[src/reset_seq_pkg.sv]
`default_nettype none
package reset_seq_pkg;

    // ****************************************
    // timing figures
    // ****************************************
    localparam int CLK_PERIOD_PS = 5000;
    localparam int ASSERT_DELAY_NS = 20000;
    localparam int MANUAL_MIN_NS = 15000;
    localparam int RELEASE_DELAY_50_MS = 50;
    localparam int RELEASE_DELAY_100_MS = 100;
    localparam int RELEASE_DELAY_200_MS = 200;
    localparam int PS_PER_MS = 1000000000;
    localparam int PS_PER_NS = 1000;
    localparam int ASSERT_CYCLES = (ASSERT_DELAY_NS * PS_PER_NS) / CLK_PERIOD_PS;
    localparam int MANUAL_CYCLES = (MANUAL_MIN_NS * PS_PER_NS) / CLK_PERIOD_PS;
    localparam longint RELEASE_CYCLES_50 =
        (longint'(RELEASE_DELAY_50_MS) * PS_PER_MS) / CLK_PERIOD_PS;
    localparam int CNT_W = 32;

    // ****************************************
    // types
    // ****************************************
    typedef enum logic [1:0]
    {
        ST_HOLD = 2'b00,
        ST_DELAY = 2'b01,
        ST_RELEASED = 2'b10
    } seq_state_e;

    typedef struct packed
    {
        logic out_o;
        logic out_oe;
    } reset_pin_s;

endpackage
`default_nettype wire

[src/supply_reset_delay_sequencer.sv]
// Functional notes
// - reset stays low while the supply is below the lower threshold.
// - a supply drop asserts reset within a few cycles, inside the assert delay of 20 us.
// - the release delay runs from the upward crossing with reset held low.
// - a fixed timer delay of 50, 100 or 200 ms precedes release.
// - the delay lies within its tolerance window, 30..75 ms for 50 ms.
// - no input can change the delay length.
// - a high manual reset input asserts reset even with a good supply.
// - manual pulses of 15 us or longer are always detected.
// - the output only pulls low or floats, never drives high.
// - manual reset release starts the full delay before reset lifts.
// - release needs both a good supply and a completed delay.
`default_nettype none
module supply_reset_delay_sequencer
#(
    parameter longint RELEASE_CYCLES = reset_seq_pkg::RELEASE_CYCLES_50
)
(
    input wire logic clk,
    input wire logic arst_n,
    input wire logic undervolt,
    input wire logic manual_reset,
    output var reset_seq_pkg::reset_pin_s reset_pin
);
    import reset_seq_pkg::*;

    // ****************************************
    // input synchronisers
    // ****************************************
    logic [1:0] uv_sync_reg;
    logic [1:0] mr_sync_reg;
    logic [1:0] uv_sync_next;
    logic [1:0] mr_sync_next;

    always_comb
    begin
        uv_sync_next = {uv_sync_reg[0], undervolt};
        mr_sync_next = {mr_sync_reg[0], manual_reset};
    end

    // undervolt stages asserted and manual stages cleared at reset, so the output starts low
    always_ff @(posedge clk or negedge arst_n)
    begin
        if (!arst_n)
        begin
            uv_sync_reg <= 2'h3;
            mr_sync_reg <= 2'h0;
        end
        else
        begin
            uv_sync_reg <= uv_sync_next;
            mr_sync_reg <= mr_sync_next;
        end
    end

    wire logic uv_s = uv_sync_reg[1];
    wire logic mr_s = mr_sync_reg[1];
    // manual level is caught within two cycles, far below the 15 us minimum
    wire logic request = uv_s | mr_s;

    // ****************************************
    // sequencer
    // ****************************************
    seq_state_e state_reg;
    seq_state_e state_next;
    logic [CNT_W-1:0] cnt_reg;
    logic [CNT_W-1:0] cnt_next;
    logic low_reg;
    logic low_next;

    // the limit is a build constant only; there is no pin for it
    localparam logic [CNT_W-1:0] LAST = CNT_W'(RELEASE_CYCLES - 1);

    always_comb
    begin
        state_next = state_reg;
        cnt_next = cnt_reg;
        low_next = low_reg;
        case (state_reg)
            ST_HOLD:
            begin
                low_next = 1'b1;
                cnt_next = '0;
                if (!request)
                begin
                    state_next = ST_DELAY;
                end
            end
            ST_DELAY:
            begin
                low_next = 1'b1;
                if (request)
                begin
                    state_next = ST_HOLD;
                    cnt_next = '0;
                end
                else if (cnt_reg == LAST)
                begin
                    state_next = ST_RELEASED;
                    low_next = 1'b0;
                end
                else
                begin
                    cnt_next = cnt_reg + 1'b1;
                end
            end
            ST_RELEASED:
            begin
                low_next = 1'b0;
                // reacts within a few cycles, well inside the 20 us figure
                if (request)
                begin
                    state_next = ST_HOLD;
                    low_next = 1'b1;
                end
            end
            default:
            begin
                state_next = ST_HOLD;
                low_next = 1'b1;
            end
        endcase
    end

    always_ff @(posedge clk or negedge arst_n)
    begin
        if (!arst_n)
        begin
            state_reg <= ST_HOLD;
            cnt_reg <= '0;
            low_reg <= 1'b1;
        end
        else
        begin
            state_reg <= state_next;
            cnt_reg <= cnt_next;
            low_reg <= low_next;
        end
    end

    // ****************************************
    // open-drain output
    // ****************************************
    // data is always low; only the enable moves, so the pin never sources high
    always_comb
    begin
        reset_pin.out_o = 1'b0;
        reset_pin.out_oe = low_reg;
    end

    // ****************************************
    // checks
    // ****************************************
    // helper: cycles since the synchronised request last read high; it saturates so a long
    // released spell cannot wrap back to a small value
    logic [CNT_W-1:0] quiet_reg;
    logic [CNT_W-1:0] quiet_next;
    localparam logic [CNT_W-1:0] QUIET_AT_RELEASE = CNT_W'(RELEASE_CYCLES + 1);

    always_comb
    begin
        quiet_next = quiet_reg;
        if (request)
        begin
            quiet_next = '0;
        end
        else if (quiet_reg != '1)
        begin
            quiet_next = quiet_reg + 1'b1;
        end
    end

    always_ff @(posedge clk or negedge arst_n)
    begin
        if (!arst_n)
        begin
            quiet_reg <= '0;
        end
        else
        begin
            quiet_reg <= quiet_next;
        end
    end

    a_never_high: assert property (@(posedge clk) disable iff (!arst_n)
        reset_pin.out_o == 1'b0)
        else $error("reset pin driven high");

    a_uv_assert_fast: assert property (@(posedge clk) disable iff (!arst_n)
        $rose(undervolt) ##0 !$past(undervolt) |-> ##[1:4] reset_pin.out_oe)
        else $error("undervoltage not asserted in time");

    a_manual_holds: assert property (@(posedge clk) disable iff (!arst_n)
        mr_s |=> reset_pin.out_oe)
        else $error("manual reset not holding output");

    a_uv_holds: assert property (@(posedge clk) disable iff (!arst_n)
        uv_s |=> reset_pin.out_oe)
        else $error("undervoltage not holding output");

    a_release_cond: assert property (@(posedge clk) disable iff (!arst_n)
        $fell(reset_pin.out_oe) |-> $past(state_reg) == ST_DELAY && $past(cnt_reg) == LAST
            && !$past(request))
        else $error("release without completed delay");

    a_restart_zero: assert property (@(posedge clk) disable iff (!arst_n)
        state_reg == ST_DELAY && request |=> cnt_reg == '0 && state_reg == ST_HOLD)
        else $error("delay not restarted");

    a_delay_held: assert property (@(posedge clk) disable iff (!arst_n)
        state_reg == ST_DELAY |-> reset_pin.out_oe)
        else $error("output released during delay");

    a_count_step: assert property (@(posedge clk) disable iff (!arst_n)
        state_reg == ST_DELAY && !request && cnt_reg != LAST |=> cnt_reg == $past(cnt_reg) + 1)
        else $error("delay counter stalled");

    a_delay_length: assert property (@(posedge clk) disable iff (!arst_n)
        $fell(reset_pin.out_oe) |-> quiet_reg == QUIET_AT_RELEASE)
        else $error("release delay length wrong");

    a_manual_assert: assert property (@(posedge clk) disable iff (!arst_n)
        $rose(manual_reset) |-> ##[1:4] reset_pin.out_oe)
        else $error("manual reset not asserted in time");

    a_hold_clears: assert property (@(posedge clk) disable iff (!arst_n)
        state_reg == ST_HOLD |=> cnt_reg == '0)
        else $error("count not cleared in hold");

    a_delay_entry: assert property (@(posedge clk) disable iff (!arst_n)
        state_reg == ST_HOLD && !request |=> state_reg == ST_DELAY && reset_pin.out_oe)
        else $error("delay not started on request clear");

    a_release_only: assert property (@(posedge clk) disable iff (!arst_n)
        !reset_pin.out_oe |-> state_reg == ST_RELEASED && quiet_reg > LAST)
        else $error("output released outside released state");

    a_request_exit: assert property (@(posedge clk) disable iff (!arst_n)
        state_reg == ST_RELEASED && request |=> state_reg == ST_HOLD && reset_pin.out_oe)
        else $error("request did not reassert output");

endmodule // supply_reset_delay_sequencer
`default_nettype wire

[config.mk]
export PLATFORM = sky130hd
export DESIGN_NAME = supply_reset_delay_sequencer
export DESIGN_NICKNAME = d
export VERILOG_FILES = /design/src/reset_seq_pkg.sv /design/src/supply_reset_delay_sequencer.sv
export SDC_FILE = /design/constraint.sdc
export NUM_CORES = 1
export LEC_CHECK = 0
export ABC_AREA = 1
export BUFFER_PORTS_ARGS = -buffer_cell sky130_fd_sc_hd__buf_4
export CORE_ASPECT_RATIO = 0.75
export CORE_MARGIN = 3
export CORE_UTILIZATION = 40
export DETAILED_ROUTE_END_ITERATION = 7
export PLACE_DENSITY = 0.62
export SETUP_SLACK_MARGIN = 0.05
export SYNTH_ARGS = -nofsm -noshare
export SYNTH_HDL_FRONTEND = slang
export SYNTH_SLANG_ARGS = --single-unit
[constraint.sdc]
create_clock -name clk -period 1.8 [get_ports clk]
set_input_delay 0.36 -clock clk [delete_from_list [all_inputs] [get_ports clk]]
set_output_delay 0.36 -clock clk [all_outputs]
set_load 0.01 [all_outputs]
-- Word-level counts from Yosys, hierarchy flattened
Cells that the tools add are included.
- output and inout bits: 2
- memories kept: 0
- memory bits (writable): 0
- latch bits: 0
- register bits: 39
- ROM bits: 0
- input port bits: 4
- word-level logic and storage cells: 30
- shift-type cells: 0
- muxes and demuxes: 12
- bitwise logic cells: 1
- add/subtract/negate cells: 1
- equality and inequality tests: 7
- reduce and logical (&&, ||, !) cells: 4
- multiply operators: 0
- div/mod/pow operators: 0
- $lt $le $gt $ge: 0
- operators with widths (operator ; count):
    $mux W32 ; 2
    $pmux W32 S2 ; 1
    $add A32 B1 Y32 const B ; 1
    $eq A32 B24 Y1 const B ; 1
    $mux W2 ; 4
    $ne A3 B3 Y1 const B ; 2
    $pmux W2 S3 ; 1
    $ne A2 B2 Y1 const B ; 2
    $mux W1 ; 3
    $reduce_and A3 Y1 ; 1
    $eq A2 B1 Y1 const B ; 1
    $eq A2 B2 Y1 const B ; 1
    $logic_not A2 Y1 ; 1
    $pmux W1 S2 ; 1
    $reduce_and A2 Y1 ; 1
    $reduce_bool A2 Y1 ; 1
    $or A1 B1 Y1 ; 1

-- Longest topological paths before layout
Gate-level depths: netlist of run 1.
- depth after elaboration: 4
- depth in mapped cells: 11
- gate-level depth less buffers: 11

-- Worst setup path after synthesis of run 1
OpenSTA, ideal clock, no wires.
- path kind: reg2reg
- from: register cnt_reg[0]
- to: register cnt_reg[29]
- data required time: 1726 ps
- setup time: 74 ps
- setup slack: 113 ps
- clock period less this slack: 1687 ps
- data arrival time: 1613 ps
- buffers on the path: 1
- cell stages (with the launch flop): 11
- cells stage by stage: dfrtp_1 > ha_1 > nand2_2 > nor2_4 > nand3_2 > nor2_4 > nand3_4 > nand2_4 > inv_4 > buf_6 > o21ai_2
- cells in the longest elaborated chain, start to end: 4
- elaborated cells between the ends (all ways): 7
- classes of those cells: add/sub (1); eq/ne (2); mux (3); reduce/logical (1)
- ends and longest elaborated chain (what ; RTL line ; RTL):
    start: declaration ; supply_reset_delay_sequencer.sv:66 ; logic [CNT_W-1:0] cnt_reg;
    start signal: assignment ; supply_reset_delay_sequencer.sv:136 ; cnt_reg <= cnt_next;
    $add A32 B1 Y32 ; supply_reset_delay_sequencer.sv:104 ; cnt_next = cnt_reg + 1'b1;
    $mux W32 ; supply_reset_delay_sequencer.sv:97 ; else if (cnt_reg == LAST)
    $mux W32 ; supply_reset_delay_sequencer.sv:92 ; if (request)
    $pmux W32 S2 ; supply_reset_delay_sequencer.sv:79 ; case (state_reg)
Parallel ways exist; a longest one is shown, timed or not. The select of a mux whose other input is x is not followed.
A chain may end at the register's enable or synchronous reset.

-- Worst setup path after layout of run 1
- from: register cnt_reg[1]
- to: register cnt_reg[12]
Same word-level chain as after synthesis.

==> summary.txt, run 1 <==
Run status
  • Outcome: complete, no violations

Routing
  • Vias per inst: 5.26
  • Routed Antenna Nets: 0
  • # DRC: 0
  • Via count: 2671
  • DR iter-0 viols: 322
  • Routed len/inst: 15.1 microns
  • Drt total wl: 7650 microns
  • Drt pass-1 iters: 5

Worst setup path
  • Crit path max-delay family: simple AND/OR/NAND/NOR gates
  • CP peak stage delay: 0.38 ns
  • Buffers and inverters on the worst path: 1
  • RR Startpoint: cnt_reg[1]
  • CP max FO: 9
  • CP Data Required Time: 2.02 ns
  • Data arrival, critical path: 1.90 ns
  • Worst setup path start: cnt_reg[1]
  • CP most frequent cell: nor2_4
  • Crit end category: flip-flop
  • Crit start category: flip-flop
  • Critical path class: flip-flop to flip-flop
  • Critical Path, Cell by Cell: ha_2 > nand2_2 > nor2_4 > nand3_2 > nor2_4 > nand3_4 > nand2_8 > buf_12 > nand2_1 > o21ai_1
  • Critical path's slowest cell: dfrtp_1

Global route
  • Largest net degree at the start of global routing: 40
  • Grt ovf: 0
  • Initial antenna violation count: 0
  • First-pass GRT wire length: 12100 microns
  • Number of global-route vias before repair: 2415
  • Tot GR Track Use: 0.196

Logic synthesis
  • FFs w/ async S/R, synth: 1.00
  • Yosys top cell area share: 0.338
  • Yosys reg bits: 39
  • Dominant cell type by area after synthesis: dfrtp_1
  • Synth top cells by count: nand2_1, nor2_1, inv_1, dfrtp_1, nand4_1
  • Library cells used by synthesis: 31
  • Avg Cell Area, Syn: 6.64 sq um
  • Ys flop type: dfrtp_1
  • Yosys warns: 0
  • Mapped Cells: 402
  • Seq/Total Area, Yosys: 0.367
  • Syn nets: 410
  • Post-synth EDFFs: 0
  • Post-Syn Area: 2670 sq um
  • Area contributors post-synth: dfrtp_1, nand2_1, nand4_1
  • Most frequent cell after synthesis: nand2_1

STA
  • Clock skew: 0.00771 ns
  • Tmin final: 1.68 ns
  • Setup Total Neg Slack: 0 ns
  • RSZ-0062 raised after global routing: yes
  • Slew HR: 0.662
  • Fmax achieved: 0.595 GHz
  • Fin crit share: 0.934
  • Worst slew pin tran: 0.507 ns
  • Final setup viols: 0
  • Hold slack final: 0.0324 ns
  • Fin. max-slew vios: 0
  • Endpoints failing hold: 0

Layout
  • Sequential Area: 980 sq um
  • Area grow syn2layout: 16.3%
  • Final Instance Area: 3100 sq um
  • Max reg flops: 32
  • Area of the multi-input gates: 1470 sq um
  • Fill count: 651
  • Ant diodes: 0
  • Non-filler cells, final: 508
  • Net count, final: 434
  • Layout cells sized above 1: 0.157

Placed design
  • IO Port Bufs: 4
  • Area after DPL: 2870 sq um
  • GPL Wtd Cong: 0.955
  • Cells after DPL: 490
  • Hpwl dp: 5560 microns

Die
  • Rows: 25
  • Die footprint: 7700 sq um
  • Core Area: 6380 sq um
  • Die span in x: 100 microns
  • Effective utilization at floorplan: 0.418
  • I/O pin cnt: 6
  • Die span in y: 76.7 microns

Power and ir drop
  • Flop pwr share: 0.354
  • Pint: 1.67 mW
  • PwrDens: 864 nW/um^2
  • Clock network fraction of total power: 0.284
  • Switching share of power: 0.379
  • NetSw: 1.02 mW
  • LEAKAGE: 1.37 nW
  • Power share of the combinational group: 0.362
  • Max VDD drop: 0.758 mV

Clock network
  • CTS root buf: clkbuf_8
  • CTS Sinks: 39
  • CTS tree: done
  • H-Tree Depth: 2
  • Bufs on Longest Clock Path: 2
  • CTS Buf Count: 5
  • Clk_lat worst skew: 0.30 ns
  • Clk pin slew, worst setup/hold paths: 0.09 ns

Job
  • Max-cap viol count: 0

Hold path
  • Hold Crit Class: input pin to async pin
[routing by layer]
layer	track usage	wire length (microns)	up-vias
met4	0.0377	69	0
met5	0	0	-
met1	0.302	3900	1253
met3	0.0336	436	6
li1	-	-	1339
met2	0.286	3250	73
[cell type report]
| class | instances | area share |
|---|---|---|
| Clock buffer | 5 | 0.0222 |
| Clock inverter | 3 | 0.0141 |
| Inverter | 49 | 0.0609 |
| Multi-Input combinational cell | 303 | 0.473 |
| Sequential cell | 39 | 0.316 |
| Tap cell | 81 | 0.0327 |
| Timing Repair Buffer | 28 | 0.0815 |
[metrics by stage]
stage	utilization	worst slack, ns	total power [mW]
after floorplan	-	0.113	1.51
after global placement	0.449	0.172	1.72
after detailed placement	0.449	0.0870	1.75
after CTS	0.467	0.0600	2.50
after global routing	0.486	0.00244	2.81
final	0.486	0.119	2.68
[cells by family (layout without fill, tap and decap cells)]
kind of cell    Yosys count  after routing  share of synthesized area
simple gates            265            265                      0.440
flops                    39             39                      0.367
buf+inv                  60             85                     0.0938
other cells               1              1                    0.00141
compound gates           32             32                     0.0755
xor+xnor                  1              1                    0.00328
fa+ha+maj                 4              4                     0.0188
[cells in the final DEF, fill, tap and decap left out, types with 2 or more instances in the layout]
cell type / synthesis / routed
nand2_1: 142 / 142
inv_1: 46 / 45
nor2_1: 47 / 44
dfrtp_1: 36 / 36
nand4_1: 29 / 29
buf_4: 4 / 25
nand3_1: 24 / 23
o21ai_0: 13 / 12
o21ai_2: 10 / 10
nor3_1: 10 / 10
o21ai_1: 8 / 9
clkbuf_8: 0 / 5
nor2_2: 2 / 4
nor2_4: 2 / 3
ha_1: 4 / 3
dfstp_2: 3 / 3
inv_2: 1 / 2
nand3_2: 1 / 2
nand3b_1: 2 / 2
or2_2: 2 / 2
buf_12: 0 / 2
[final timing paths]
check	depth (start not counted)	endpoint	slack (ns)
max in group asynchronous	1	uv_sync_reg[0]	1.40
worst max register to register	10	cnt_reg[12]	0.12
worst min register to register	0	uv_sync_reg[1]	0.36
worst min-delay path	1	cnt_reg[12]	0.03
min in group clk	1	uv_sync_reg[0]	0.16
worst max-delay path	10	cnt_reg[12]	0.12
[repair_timing]
action,in CTS,in global routing
gates resized for setup,0,10
hold buffers,0,0
buffers inserted,0,9
endpoints found under the setup margin,0,28
[power groups by stage]
| stage | combinational, mW | clock, mW | sequential (mW) |
|---|---|---|---|
| 4_1_cts | 0.781 | 0.769 | 0.951 |
| 5_1_grt | 1.04 | 0.806 | 0.957 |
| 3_5_place_dp | 0.781 | 0 | 0.968 |
| 3_3_place_gp | 0.759 | 0 | 0.964 |
| 6_report | 0.971 | 0.761 | 0.950 |
| 2_1_floorplan | 0.541 | 0 | 0.969 |
(Power assumes the default switching activity.)
==> inputs of run 2 (changes only) <==
--- a/config.mk
+++ b/config.mk
@@ -5,7 +5,6 @@
 export SDC_FILE = /design/constraint.sdc
 export NUM_CORES = 1
 export LEC_CHECK = 0
-export ABC_AREA = 1
 export BUFFER_PORTS_ARGS = -buffer_cell sky130_fd_sc_hd__buf_4
 export CORE_ASPECT_RATIO = 0.75
 export CORE_MARGIN = 3
@@ -13,6 +12,8 @@
 export DETAILED_ROUTE_END_ITERATION = 7
 export PLACE_DENSITY = 0.62
 export SETUP_SLACK_MARGIN = 0.05
+export SLEW_MARGIN = 40
 export SYNTH_ARGS = -nofsm -noshare
 export SYNTH_HDL_FRONTEND = slang
 export SYNTH_SLANG_ARGS = --single-unit
+export TNS_END_PERCENT = 10
==> run 2 against run 1 <==
Net effect: the flow now finishes with violations (setup timing); critical path depth shrank 4; die area shrank 14%; sequential share of layout area grew 2.2 points; synthesized cell count shrank 36%; via count shrank 17%; clock power shrank 23%; global-route usage shrank 0.10 points; flip-flop and latch count is the same.
==> summary.txt, run 2 <==
Run status
  • Outcome: finished with violations (was complete, no violations)
  • Violated checks: setup timing

Worst setup path
  • Crit path max-delay family: simple AND/OR/NAND/NOR gates (unchanged)
  • Crit start category: flip-flop (unchanged)
  • Data arrival, critical path: 2.03 ns (was 1.90 ns)
  • Reg2reg path depth: 6 (was 10)
  • Critical Path, Cell by Cell: nor4_2 > nand4_1 > nor4_4 > buf_6 > nor2_2 > mux2_2 (was ha_2 > nand2_2 > nor2_4 > nand3_2 > nor2_4 > nand3_4 > nand2_8 > buf_12 > nand2_1 > o21ai_1)
  • Critical path's slowest cell: dfrtp_1 (unchanged)
  • Worst R2R End: cnt_reg[0] (was cnt_reg[12])
  • Crit end category: flip-flop (unchanged)
  • Worst reg-to-reg setup slack: -0.04 ns (was 0.12 ns)
  • CP max FO: 6 (was 9)
  • Critical path class: flip-flop to flip-flop (unchanged)
  • RR Startpoint: cnt_reg[17] (was cnt_reg[1])
  • Buffers and inverters on the worst path: 1 (unchanged)
  • CP Data Required Time: 1.99 ns (was 2.02 ns)
  • CP peak stage delay: 0.42 ns (was 0.38 ns)

STA
  • Fmax achieved: 0.543 GHz (was 0.595 GHz)
  • Clock skew: 0.00460 ns (was 0.00771 ns)
  • Final setup viols: 6 (was 0)
  • Slew HR: 0.666 (was 0.662)
  • Fin crit share: 1.02 (was 0.934)
  • Tmin final: 1.84 ns (was 1.68 ns)
  • RSZ-0062 raised after global routing: yes (unchanged)
  • Endpoints failing hold: 0 (unchanged)
  • Worst slew pin tran: 0.501 ns (was 0.507 ns)
  • Setup WS post-layout: -0.0403 ns (was 0.119 ns)
  • Fin. max-slew vios: 0 (unchanged)

Routing
  • Routed Antenna Nets: 0 (unchanged)
  • # DRC: 0 (unchanged)
  • DR iter-0 viols: 155 (was 322)
  • Via count: 2208 (was 2671)
  • Vias per inst: 5.83 (was 5.26)
  • Drt pass-1 iters: 4 (was 5)
  • Drt total wl: 6230 microns (was 7650 microns)
  • Routed len/inst: 16.4 microns (was 15.1 microns)

Logic synthesis
  • Most frequent cell after synthesis: dfrtp_1 (was nand2_1)
  • Dominant cell type by area after synthesis: dfrtp_1 (unchanged)
  • Post-synth EDFFs: 0 (unchanged)
  • Synth top cells by count: dfrtp_1, nand2_1, nand3_1, o21ai_0, a21oi_1 (was nand2_1, nor2_1, inv_1, dfrtp_1, nand4_1)
  • Yosys top cell area share: 0.395 (was 0.338)
  • Library cells used by synthesis: 46 (was 31)
  • Avg Cell Area, Syn: 8.90 sq um (was 6.64 sq um)
  • Ys flop type: dfrtp_1 (unchanged)
  • Seq/Total Area, Yosys: 0.430 (was 0.367)
  • Area contributors post-synth: dfrtp_1, nand2_1, nand3_1 (was dfrtp_1, nand2_1, nand4_1)
  • Post-Syn Area: 2280 sq um (was 2670 sq um)
  • Yosys warns: 0 (unchanged)
  • Yosys reg bits: 39 (unchanged)
  • Mapped Cells: 256 (was 402)
  • FFs w/ async S/R, synth: 1.00 (unchanged)
  • Syn nets: 264 (was 410)

Layout
  • Commonest non-fill, non-tap cells in the layout: buf_4, dfrtp_1, nand2_1 (was nand2_1, inv_1, nor2_1)
  • Ant diodes: 0 (unchanged)
  • Fill count: 531 (was 651)
  • Final Core Density: 0.537 (was 0.486)
  • Layout cells sized above 1: 0.299 (was 0.157)
  • Area grow syn2layout: 27.4% (was 16.3%)
  • Final Instance Area: 2900 sq um (was 3100 sq um)
  • Most common cell after layout, fill and taps aside: buf_4 (was nand2_1)
  • Max reg flops: 32 (unchanged)
  • Non-filler cells, final: 379 (was 508)
  • Net count, final: 311 (was 434)

Power and ir drop
  • Clock network fraction of total power: 0.285 (was 0.284)
  • Pint: 1.38 mW (was 1.67 mW)
  • Switching share of power: 0.331 (was 0.379)
  • LEAKAGE: 1.26 nW (was 1.37 nW)
  • Power share of the combinational group: 0.262 (was 0.362)
  • Total Power: 2.07 mW (was 2.68 mW)
  • NetSw: 0.683 mW (was 1.02 mW)
  • Max VDD drop: 0.336 mV (was 0.758 mV)
  • PwrDens: 712 nW/um^2 (was 864 nW/um^2)
  • Flop pwr share: 0.453 (was 0.354)

Global route
  • First-pass GRT wire length: 10100 microns (was 12100 microns)
  • Grt ovf: 0 (unchanged)
  • Initial antenna violation count: 0 (unchanged)
  • Number of global-route vias before repair: 2034 (was 2415)
  • Largest net degree at the start of global routing: 40 (unchanged)
  • Tot GR Track Use: 0.195 (was 0.196)

Placed design
  • IO Port Bufs: 4 (unchanged)
  • Area after DPL: 2690 sq um (was 2870 sq um)
  • Hpwl dp: 4190 microns (was 5560 microns)
  • Setup WS pre-CTS: -0.190 ns (was 0.0870 ns)
  • GPL Wtd Cong: 0.868 (was 0.955)
  • Cells after DPL: 363 (was 490)

Die
  • Rows: 23 (was 25)
  • Core Area: 5410 sq um (was 6380 sq um)
  • Die footprint: 6650 sq um (was 7700 sq um)
  • Die span in y: 71.4 microns (was 76.7 microns)
  • Effective utilization at floorplan: 0.421 (was 0.418)
  • I/O pin cnt: 6 (unchanged)
  • Die span in x: 93.2 microns (was 100 microns)

Clock network
  • CTS Sinks: 39 (unchanged)
  • CTS Buf Count: 5 (unchanged)
  • Clk_lat worst skew: 0.30 ns (about the same)
  • CTS tree: done (unchanged)
  • CTS root buf: clkbuf_8 (unchanged)
  • H-Tree Depth: 2 (unchanged)
  • Clk pin slew, worst setup/hold paths: 0.08 ns (was 0.09 ns)
  • Bufs on Longest Clock Path: 2 (unchanged)

Job
  • Max-cap viol count: 0 (unchanged)

Hold path
  • Hold Crit Class: input pin to async pin (unchanged)
==> run 2: cell count changes after synthesis, moves of 8 or more <==
cell and change:
o21ai_1 -8, nand2_1 -116, inv_1 -41, a21oi_1 +15
nor2_1 -36, nand4_1 -19, o21ai_2 -10, nor4_1 +10
==> run 2: cell families (layout without fill, tap and decap cells) <==
logic type,count (synthesis),after routing,synth area share
multiplexers,3,3,0.0137
adder cells (fa/ha/maj),4,4,0.0220
flip-flops,39,39,0.430
AND/OR/NAND/NOR,120,120,0.297
other,1,1,0.00165
XOR/XNOR,1,1,0.00384
buffers and inverters,23,71,0.0505
AO/OA/AOI/OAI,65,65,0.182
==> run 2: worst max-delay path by stage <==
stage | end | cells past startpoint | startpoint | slack (ns)
6_report | cnt_reg[0] | 6 | cnt_reg[17] | -0.04
5_1_grt | cnt_reg[23] | 7 | cnt_reg[1] | -0.15
4_1_cts | cnt_reg[29] | 6 | cnt_reg[1] | -0.03
3_5_place_dp | cnt_reg[0] | 6 | cnt_reg[17] | -0.19
3_3_place_gp | cnt_reg[0] | 6 | cnt_reg[17] | -0.16
2_1_floorplan | cnt_reg[0] | 6 | cnt_reg[11] | 0.06
==> run 2: metrics by stage <==
stage          hold slack (ns)  TNS (ns)
6_report                0.0269    -0.113
5_1_grt                 0.0550     -1.76
4_1_cts                 0.0436   -0.0507
3_5_place_dp             0.340     -1.71
3_3_place_gp             0.332     -1.37
2_1_floorplan           0.0644         0
==> run 2: repair_timing <==
action,in CTS,in global routing
pin swaps,14,3
endpoints found under the setup margin,26,32
gates cloned,1,0
hold buffers,0,0
resized for setup,12,8
setup buffers,7,0
==> run 2: power by group through the flow <==
stage,Clock (mW),Sequential (mW),Combinational [mW]
floorplan,0,0.950,0.318
detailed placement,0,0.955,0.506
global placement,0,0.953,0.505
global route,0.647,0.939,0.586
CTS,0.605,0.934,0.534
finish,0.589,0.936,0.542
==> run 2: metal layers <==
layer | wire length [microns] | global-route usage | vias up
li1 | - | - | 1066
met1 | 3080 | 0.286 | 1067
met2 | 2630 | 0.284 | 69
met3 | 475 | 0.0420 | 6
met4 | 51 | 0.0715 | 0
met5 | 0 | 0 | -
==> run 2: layout make-up <==
class	count	area (sq um)	share of cell area
Multi-Input combinational cell	194	1260	0.434
Sequential cell	39	981	0.338
Timing Repair Buffer	58	469	0.162
Tap cell	75	93.8	0.0323
Clock buffer	7	76.3	0.0263
Inverter	5	18.8	0.00647
Clock inverter	1	5.00	0.00172
